`config.mk`:
```
export PLATFORM = sky130hd
export DESIGN_NAME = slcr_regs
export DESIGN_NICKNAME = d
export VERILOG_FILES = /design/src/slcr_pkg.sv /design/src/slcr_regs.sv
export SDC_FILE = /design/constraint.sdc
export NUM_CORES = 1
export LEC_CHECK = 0
export BUFFER_PORTS_ARGS = -buffer_cell sky130_fd_sc_hd__buf_2
export CAP_MARGIN = 20
export CORE_AREA = 2 2 131 133
export CTS_BUF_LIST = sky130_fd_sc_hd__clkbuf_2 sky130_fd_sc_hd__clkbuf_4 sky130_fd_sc_hd__clkbuf_8
export DETAILED_ROUTE_END_ITERATION = 10
export DIE_AREA = 0 0 133 135
export GPL_TIMING_DRIVEN = 0
export PLACE_DENSITY = 0.69
export SLEW_MARGIN = 10
export SYNTH_ARGS = -nofsm -noshare
export SYNTH_HDL_FRONTEND = slang
export SYNTH_SLANG_ARGS = --single-unit
```
`constraint.sdc`:
```
create_clock -name CORE_CLK_I -period 3.33 [get_ports CORE_CLK_I]
set_clock_uncertainty 0.1 [all_clocks]
set_input_delay 0.333 -clock CORE_CLK_I [delete_from_list [all_inputs] [get_ports CORE_CLK_I]]
set_output_delay 0.333 -clock CORE_CLK_I [all_outputs]
set_load 0.02 [all_outputs]
```
`src/slcr_pkg.sv`:
```
// package for the serial lane control register bank
// assumes a plain register port with word addressing by byte offset
package slcr_pkg;
    // ****************************************
    // register map
    // ****************************************
    localparam logic [7:0] LANE_ONE_CTRL_ADDR = 8'h08;
    localparam logic [7:0] LANE_TWO_CTRL_ADDR = 8'h0C;
    localparam logic [7:0] LANE_THREE_CTRL_ADDR = 8'h10;
    localparam int ADDR_W = 8;
    localparam int DATA_W = 32;
    localparam int LANE_DATA_W = 32;
    localparam int NUM_LANES = 4;
    localparam int FIRST_LANE = 1;
    // ****************************************
    // field layout
    // ****************************************
    localparam int INVERT_BIT = 0;
    localparam int SLEEP_BIT = 1;
    localparam int SPARE_LSB = 2;
    localparam int SPARE_W = 8;
    localparam int FIELD_W = 10;
    localparam logic [FIELD_W-1:0] CTRL_RESET = 10'h000;
endpackage

```
`src/slcr_regs.sv`:
```
// lane control registers for lanes one to three with tx polarity inversion
// assumes one clock, a synchronous reset and a one-cycle-latency register port
// ****************************************
// Notes on behaviour
// ****************************************
// Notes on behaviour
// - a lane's bit 0 set to 1 inverts every bit of its transmit data, at 0 data passes unchanged.
// - a lane's bit 1 drives the power-down vector bit whose index is the lane number.
// - the transport stage reads the power-down vector to see which lanes were dropped.
// - bits 9:2 are a spare read-write field resetting to zero.
// - the lane two register sits at offset 0xC and resets to zero.
//
// Design decision made here: strobed register access.
`timescale 1ns/1ns
module slcr_regs (
    // clock and reset
    input wire logic CORE_CLK_I,
    input wire logic RST_I,
    // register port
    input wire logic [slcr_pkg::ADDR_W-1:0] ADDR_I,
    input wire logic [slcr_pkg::DATA_W-1:0] WDATA_I,
    input wire logic WR_I,
    input wire logic RD_I,
    output logic [slcr_pkg::DATA_W-1:0] RDATA_O,
    // transmit data, lanes one to three (index 0 unused)
    input wire logic [slcr_pkg::LANE_DATA_W-1:0] TX_DATA_I [slcr_pkg::NUM_LANES],
    output logic [slcr_pkg::LANE_DATA_W-1:0] TX_DATA_O [slcr_pkg::NUM_LANES],
    // lane power-down vector
    output logic [slcr_pkg::NUM_LANES-1:0] LANE_SLEEP_O
);
    // ****************************************
    // decode
    // ****************************************
    // lane index from address, 0 when unmapped
    function automatic int unsigned lane_of(input logic [slcr_pkg::ADDR_W-1:0] a);
        int unsigned n;
        n = 0;
        if (a == slcr_pkg::LANE_ONE_CTRL_ADDR) begin
            n = 1;
        end else if (a == slcr_pkg::LANE_TWO_CTRL_ADDR) begin
            n = 2;
        end else if (a == slcr_pkg::LANE_THREE_CTRL_ADDR) begin
            n = 3;
        end
        return n;
    endfunction

    logic [slcr_pkg::FIELD_W-1:0] lane_ctrl [slcr_pkg::NUM_LANES];

    // ****************************************
    // per-lane registers and datapath
    // ****************************************
    genvar g;
    generate
        for (g = 0; g < slcr_pkg::NUM_LANES; g++) begin : g_lane
            // only the low ten bits are stored, upper write bits dropped
            // lane zero is outside this bank: it never takes a write, and since
            // unmapped addresses decode to zero they must not land there either
            always_ff @(posedge CORE_CLK_I) begin
                if (RST_I) begin
                    lane_ctrl[g] <= slcr_pkg::CTRL_RESET;
                end else if (WR_I && g >= slcr_pkg::FIRST_LANE && lane_of(ADDR_I) == g) begin
                    lane_ctrl[g] <= WDATA_I[slcr_pkg::FIELD_W-1:0];
                end
            end
            // registered inversion keeps outputs straight from flops
            // lane zero output held idle so nothing leaks through an unused lane
            always_ff @(posedge CORE_CLK_I) begin
                if (RST_I || g < slcr_pkg::FIRST_LANE) begin
                    TX_DATA_O[g] <= '0;
                end else begin
                    TX_DATA_O[g] <= TX_DATA_I[g]
                        ^ {slcr_pkg::LANE_DATA_W{lane_ctrl[g][slcr_pkg::INVERT_BIT]}};
                end
            end
        end
    endgenerate

    // power-down vector, also read by the transport stage and reset controller
    always_ff @(posedge CORE_CLK_I) begin
        if (RST_I) begin
            LANE_SLEEP_O <= '0;
        end else begin
            for (int i = 0; i < slcr_pkg::NUM_LANES; i++) begin
                LANE_SLEEP_O[i] <= lane_ctrl[i][slcr_pkg::SLEEP_BIT];
            end
        end
    end

    // ****************************************
    // read path
    // ****************************************
    // unmapped addresses read zero; upper bits always zero
    always_ff @(posedge CORE_CLK_I) begin
        if (RST_I) begin
            RDATA_O <= '0;
        end else if (RD_I) begin
            RDATA_O <= {{(slcr_pkg::DATA_W-slcr_pkg::FIELD_W){1'b0}},
                lane_ctrl[lane_of(ADDR_I)]};
        end else begin
            RDATA_O <= '0;
        end
    end

    // ****************************************
    // checks
    // ****************************************
    a_invert_lane_two: assert property (@(posedge CORE_CLK_I) disable iff (RST_I)
        lane_ctrl[2][0] && !$past(RST_I) |=> TX_DATA_O[2] == ~$past(TX_DATA_I[2]))
        else $error("lane two data not inverted");
    a_pass_lane_three: assert property (@(posedge CORE_CLK_I) disable iff (RST_I)
        !lane_ctrl[3][0] |=> TX_DATA_O[3] == $past(TX_DATA_I[3]))
        else $error("lane three data altered");
    a_sleep_follows_write: assert property (@(posedge CORE_CLK_I) disable iff (RST_I)
        WR_I && ADDR_I == 8'h0C ##1 !(WR_I && ADDR_I == 8'h0C)
        |=> LANE_SLEEP_O[2] == $past(WDATA_I[1], 2))
        else $error("lane two sleep bit wrong");
    a_sleep_lane_one: assert property (@(posedge CORE_CLK_I) disable iff (RST_I)
        ##1 LANE_SLEEP_O[1] == $past(lane_ctrl[1][1]))
        else $error("lane one sleep bit wrong");
    a_spare_readback: assert property (@(posedge CORE_CLK_I) disable iff (RST_I)
        WR_I && ADDR_I == 8'h10 ##1 RD_I && ADDR_I == 8'h10
        |=> RDATA_O[9:2] == $past(WDATA_I[9:2], 2))
        else $error("spare field readback wrong");
    a_reset_lane_two: assert property (@(posedge CORE_CLK_I)
        $past(RST_I) |-> lane_ctrl[2] == 10'h000)
        else $error("lane two not reset to zero");
    a_upper_bits_zero: assert property (@(posedge CORE_CLK_I) disable iff (RST_I)
        RDATA_O[31:10] == 22'h000000)
        else $error("reserved bits not zero");
    a_idle_read_zero: assert property (@(posedge CORE_CLK_I) disable iff (RST_I)
        !RD_I |=> RDATA_O == 32'h00000000)
        else $error("read data outside read cycle");

    // ****************************************
    // checks: polarity inversion per lane
    // ****************************************
    // each lane is checked both ways, so a swapped lane index shows up
    a_invert_lane_one: assert property (@(posedge CORE_CLK_I) disable iff (RST_I)
        lane_ctrl[1][0] |=> TX_DATA_O[1] == ~$past(TX_DATA_I[1]))
        else $error("lane one data not inverted");
    a_pass_lane_one: assert property (@(posedge CORE_CLK_I) disable iff (RST_I)
        !lane_ctrl[1][0] |=> TX_DATA_O[1] == $past(TX_DATA_I[1]))
        else $error("lane one data altered");
    a_pass_lane_two: assert property (@(posedge CORE_CLK_I) disable iff (RST_I)
        !lane_ctrl[2][0] |=> TX_DATA_O[2] == $past(TX_DATA_I[2]))
        else $error("lane two data altered");
    a_invert_lane_three: assert property (@(posedge CORE_CLK_I) disable iff (RST_I)
        lane_ctrl[3][0] |=> TX_DATA_O[3] == ~$past(TX_DATA_I[3]))
        else $error("lane three data not inverted");
    // unused lane must stay quiet whatever comes in
    a_lane_zero_quiet: assert property (@(posedge CORE_CLK_I)
        TX_DATA_O[0] == 32'h00000000)
        else $error("lane zero data not idle");

    // ****************************************
    // checks: power-down vector
    // ****************************************
    // one cycle behind the register, as the flop stage adds a cycle
    a_sleep_lane_two: assert property (@(posedge CORE_CLK_I) disable iff (RST_I)
        ##1 LANE_SLEEP_O[2] == $past(lane_ctrl[2][1]))
        else $error("lane two sleep bit does not follow register");
    a_sleep_lane_three: assert property (@(posedge CORE_CLK_I) disable iff (RST_I)
        ##1 LANE_SLEEP_O[3] == $past(lane_ctrl[3][1]))
        else $error("lane three sleep bit does not follow register");
    // bit zero belongs to a lane outside this bank
    a_sleep_lane_zero: assert property (@(posedge CORE_CLK_I)
        !LANE_SLEEP_O[0])
        else $error("lane zero sleep bit set");

    // ****************************************
    // checks: field storage
    // ****************************************
    // the whole ten-bit field is taken from the write word
    a_write_lane_one: assert property (@(posedge CORE_CLK_I) disable iff (RST_I)
        WR_I && ADDR_I == 8'h08 |=> lane_ctrl[1] == $past(WDATA_I[9:0]))
        else $error("lane one write not stored");
    a_write_lane_two: assert property (@(posedge CORE_CLK_I) disable iff (RST_I)
        WR_I && ADDR_I == 8'h0C |=> lane_ctrl[2] == $past(WDATA_I[9:0]))
        else $error("lane two write not stored");
    a_write_lane_three: assert property (@(posedge CORE_CLK_I) disable iff (RST_I)
        WR_I && ADDR_I == 8'h10 |=> lane_ctrl[3] == $past(WDATA_I[9:0]))
        else $error("lane three write not stored");
    // a stray address must not disturb any lane
    a_unmapped_write_ignored: assert property (@(posedge CORE_CLK_I) disable iff (RST_I)
        WR_I && lane_of(ADDR_I) == 0
        |=> $stable(lane_ctrl[1]) && $stable(lane_ctrl[2]) && $stable(lane_ctrl[3]))
        else $error("unmapped write changed a lane");
    a_reset_lane_one: assert property (@(posedge CORE_CLK_I)
        $past(RST_I) |-> lane_ctrl[1] == 10'h000)
        else $error("lane one not reset to zero");
    a_reset_lane_three: assert property (@(posedge CORE_CLK_I)
        $past(RST_I) |-> lane_ctrl[3] == 10'h000)
        else $error("lane three not reset to zero");

    // ****************************************
    // checks: read path and reset outputs
    // ****************************************
    // read data is the stored field, zero-extended
    a_read_lane_two: assert property (@(posedge CORE_CLK_I) disable iff (RST_I)
        RD_I && ADDR_I == 8'h0C |=> RDATA_O == {22'h000000, $past(lane_ctrl[2])})
        else $error("lane two read data wrong");
    a_unmapped_read_zero: assert property (@(posedge CORE_CLK_I) disable iff (RST_I)
        RD_I && lane_of(ADDR_I) == 0 |=> RDATA_O == 32'h00000000)
        else $error("unmapped read not zero");
    // outputs are quiet on the edge after a reset edge
    a_reset_outputs: assert property (@(posedge CORE_CLK_I)
        $past(RST_I) |-> LANE_SLEEP_O == 4'h0 && RDATA_O == 32'h00000000)
        else $error("outputs not zero after reset");
endmodule

```
== Word-level counts from Yosys, hierarchy flattened ==
Memory sizes are Yosys's and may differ from the RTL's. A register that Yosys moved wholly into a read port is not among the register bits.
Cells that the tools add are included.

* Bits of input ports: 172
* Word-level logic and storage cells: 43
* Register bits after elaboration: 122
* Memory bits (writable): 40
* Memories: 1

{| class="wikitable"
|+ Memory list
! name !! depth !! width !! rd ports !! clocked after memory_dff !! write ports !! line !! text
|-
| lane_ctrl || 4 || 10 || 5 || 2 || 4 || slcr_regs.sv:48 || <nowiki>logic [slcr_pkg::FIELD_W-1:0] lane_ctrl [slcr_pkg::NUM_LANES];</nowiki>
|}

* Reductions and logical operators: 4
* Bitwise operators: 7
* Mux-type cells: 20
* Eq/ne operators: 6

{| class="wikitable"
|+ Operators with widths
! kind !! number
|-
| two-way mux 32 bit || 3
|-
| XOR 32 bit || 3
|-
| equality test 32 x 2 -> 1 bit, second input constant || 2
|-
| equality test 32 x 1 -> 1 bit, second input constant || 1
|-
| two-way mux 10 bit || 3
|-
| equality test 8 x 4 -> 1 bit, second input constant || 2
|-
| two-way mux 1 bit || 11
|-
| equality test 8 x 5 -> 1 bit, second input constant || 1
|-
| two-way mux 2 bit || 3
|-
| logical AND 1 bit || 3
|-
| bitwise OR 1 bit || 3
|-
| OR reduction 2 bit || 1
|-
| NOT 1 bit || 1
|}

== Logic depth before layout (Yosys ltp) ==
* Depth after elaboration: 11
* Mapped depth: 5

== Worst setup path after synthesis ==
Ideal clock, no wire load.

* Path type: in2reg
* From: in ADDR_I[7] (netlist name)
* To: mem lane_ctrl[1][0] (netlist name) (enable)
* Stages on the path: 2
* Setup time: 394 ps
* Slack: 1,031 ps
* Path buffers: 0
* Arrival time: 1,805 ps
* Cell sequence: or4_4 o31ai_1

{| class="wikitable"
|+ RTL lines
! what !! line !! text
|-
| start: declaration || slcr_regs.sv:20 || <nowiki>input wire logic [slcr_pkg::ADDR_W-1:0] ADDR_I,</nowiki>
|-
| end: declaration || slcr_regs.sv:48 ||
|}

==> results.json <==
{
  "numClockSinks": 139,
  "clk_latency_ns": 0.43,
  "dpl.hpwl_um": 10300,
  "seqPwrFrac_pct": 46.9,
  "wl_um": 13600,
  "ys_dominant_reg_cell": "dfxtp_1",
  "core_area_um2": 16400,
  "cap_violations": 0,
  "grt.overflow.total": 0,
  "drtIter0Drc": 148,
  "grt_max_degree": 17,
  "insertedDiodeCount": 0,
  "pin_count": 336,
  "tightest_slew_ns": 0.879,
  "ir_drop_mv": 0.261,
  "die_area_um2": 18000,
  "final_cell_area_um2": 7660,
  "port_buffers": 225,
  "synth_edf_count": 30,
  "num_rows": 47,
  "ctsHoldBuffers": 17,
  "drc": 0,
  "grt_pass1_wl_um": 20000,
  "worstPathCellList": "buf_2, nor4_1, nand3b_1, clkbuf_1, o21ai_1",
  "finalHoldViolCount": 0,
  "wl_per_cell_um": 12.8,
  "worst-path-max-fanout": 10,
  "outcome": "complete, no violations",
  "grt_pass1_vias": 3976,
  "setup_violations": 0,
  "cp.arrival_ns": 2.04,
  "clockBufferDepth": 2,
  "maxSlewViolCount": 0,
  "nFillCells": 1581,
  "syn_area_um2": 5450,
  "cts_buffers": 17,
  "drt_pass1_iterations": 4,
  "p_int_mw": 2.85,
  "clkSlewWorstSetupHoldPaths_ns": 0.09,
  "crit_slowest_cell": "o21ai_1",
  "synthDistinctLibCells": 25,
  "dpl-instance-area_um2": 7070,
  "grt_setup_unrepaired": "false",
  "leakagePower_nw": 3.63,
  "synthCells": 506,
  "critPathRequiredTime_ns": 3.30,
  "syn2layout_area_growth_pct": 40.7,
  "combPwrFrac_pct": 17.3,
  "cts_tree": "yes",
  "crit_path_max_incr_delay_ns": 0.76,
  "fin_setup_tns_ns": 0,
  "hold_path_class": "in2reg",
  "initial_core_util_pct": 33.2,
  "synth_seq_area_share_pct": 56.6,
  "antenna_found_initial": 1,
  "avgSynthCellArea_um2": 10.8,
  "multi_input_area_um2": 1990,
  "period_minus_slack_ns": 2.07,
  "timing.slew.headroom_pct": 41.0,
  "switching_share_pct": 28.2,
  "startpoint_type": "input pin",
  "synthArstFlopShare_pct": 0,
  "vias": 4236,
  "die_h_um": 135,
  "power_density_nw_per_um2": 517,
  "synth_seq_cells": 139,
  "worstSetupPathType": "in2reg",
  "yosys_warnings": 0,
  "globalplace.congestion": 0.785,
  "die_x_um": 133,
  "p_sw_mw": 1.12,
  "seqCellArea_um2": 3080,
  "cts.repair.resized": 0,
  "final_nets": 995,
  "track_usage_pct": 14.8,
  "cts-root-buf": "clkbuf_8",
  "htree_levels": 4,
  "ant_nets": 0,
  "clkPwrFrac_pct": 35.8,
  "drive_gt1_share_pct": 41.1,
  "endpoint_kind": "flip-flop",
  "post_cts_buffers": 0,
  "fmaxAchievable_ghz": 0.483,
  "fin_crit_sh_pct": 62.1,
  "drt-vias-per-instance": 4.01
}
[through the flow]
| step | instances | setup WS [ns] | power (mW) | hold WS [ns] | util, % |
|---|---|---|---|---|---|
| 4_1_cts | 1056 | 1.31 | 4.00 | 0.0000596 | 46.7 |
| 3_5_place_dp | 1007 | 0.825 | 2.57 | 0.372 | 43.1 |
| 3_3_place_gp | 1005 | 0.354 | 2.56 | 0.370 | 43.0 |
| 5_1_grt | 1056 | 1.08 | 4.12 | 0.00165 | 46.7 |
| 2_1_floorplan | 560 | 1.03 | 2.34 | 0.350 | - |
| 6_report | 1056 | 1.26 | 3.96 | 0.0319 | 46.7 |
[layer usage]
layer / part of all wire (%) / up-vias / wire length [um] / track usage [%]
met5: 0.096 / - / 13 / 0
met4: 2.6 / 2 / 349 / 8.18
met3: 9.4 / 28 / 1280 / 4.95
met1: 39 / 1869 / 5350 / 16.5
li1: - / 2122 / - / -
met2: 48 / 215 / 6560 / 25.1
[path summary, 6_finish.rpt]
path / end / slack [ns] / start / cells past startpoint
min: TX_DATA_O[85] / 0.03 / TX_DATA_I[85] / 3
max reg2reg: TX_DATA_O[18] / 1.85 / lane_ctrl[3][0] / 4
max: lane_ctrl[3][8] / 1.26 / ADDR_I[7] / 5
min reg2reg: LANE_SLEEP_O[3] / 0.39 / lane_ctrl[3][1] / 1
[cells by family (layout without fill, tap and decap cells)]
family | count (synthesis) | in the layout | share of synthesized area [%]
buffers and inverters | 97 | 373 | 10.8
XOR/XNOR | 96 | 96 | 15.4
AND/OR/NAND/NOR | 150 | 150 | 13.4
other | 1 | 55 | 0.0689
multiplexers | 10 | 10 | 2.07
AO/OA/AOI/OAI | 13 | 13 | 1.70
flip-flops | 139 | 139 | 56.6
[flip-flops by register name, summed over array words and instances, names as in the netlist]
name	cells
TX_DATA_O	96
RDATA_O	10
lane_ctrl	30
LANE_SLEEP_O	3
[cells in the mapped netlist, types with 2 or more instances]
| cell type | count | area share [%] |
|---|---|---|
| buf_4 | 55 | 7.6 |
| nor2b_1 | 4 | 0.46 |
| and2_1 | 20 | 2.3 |
| nor4_4 | 2 | 0.78 |
| dfxtp_1 | 109 | 40 |
| nor4_1 | 11 | 1.3 |
| buf_2 | 12 | 1.1 |
| inv_1 | 13 | 0.90 |
| nor2_1 | 107 | 7.4 |
| a22oi_1 | 9 | 1.2 |
| edfxtp_1 | 30 | 17 |
| o31ai_1 | 2 | 0.28 |
| mux2_2 | 10 | 2.1 |
| clkbuf_1 | 16 | 1.1 |
| xnor2_1 | 96 | 15 |
[area by class of cell]
cell class	instances	area share (%)
timing repair buffer	244	17.1
multi-input combinational	324	26.0
inverter	13	0.637
clock buffer	19	3.41
sequential	139	40.2
clock inverter	13	2.01
buffer	84	7.01
tap	220	3.59
[cells in the final DEF (no fill, tap or decap), types with 13 or more instances in the layout]
cell	n
buf_4	57
and2_1	20
edfxtp_1	30
nor2_1	107
inv_1	13
dlygate4sd3_1	17
dfxtp_1	109
clkbuf_1	16
clkbuf_8	19
xnor2_1	96
conb_1	55
buf_2	237
[power by group through the flow]
stage          Clock, mW  Sequential [mW]  Combinational [mW]
3_5_place_dp           0             1.90               0.673
6_report            1.42             1.86               0.686
4_1_cts             1.45             1.86               0.690
3_3_place_gp           0             1.89               0.664
5_1_grt             1.52             1.87               0.739
2_1_floorplan          0             2.02               0.318
[worst max-delay path: cells and delay by family]
family                 cells  cell delay (ns)
AO/OA/AOI/OAI              1             0.76
buffers and inverters      2             0.37
AND/OR/NAND/NOR            2             0.57
Note: power is estimated with default switching activity, not from simulation.
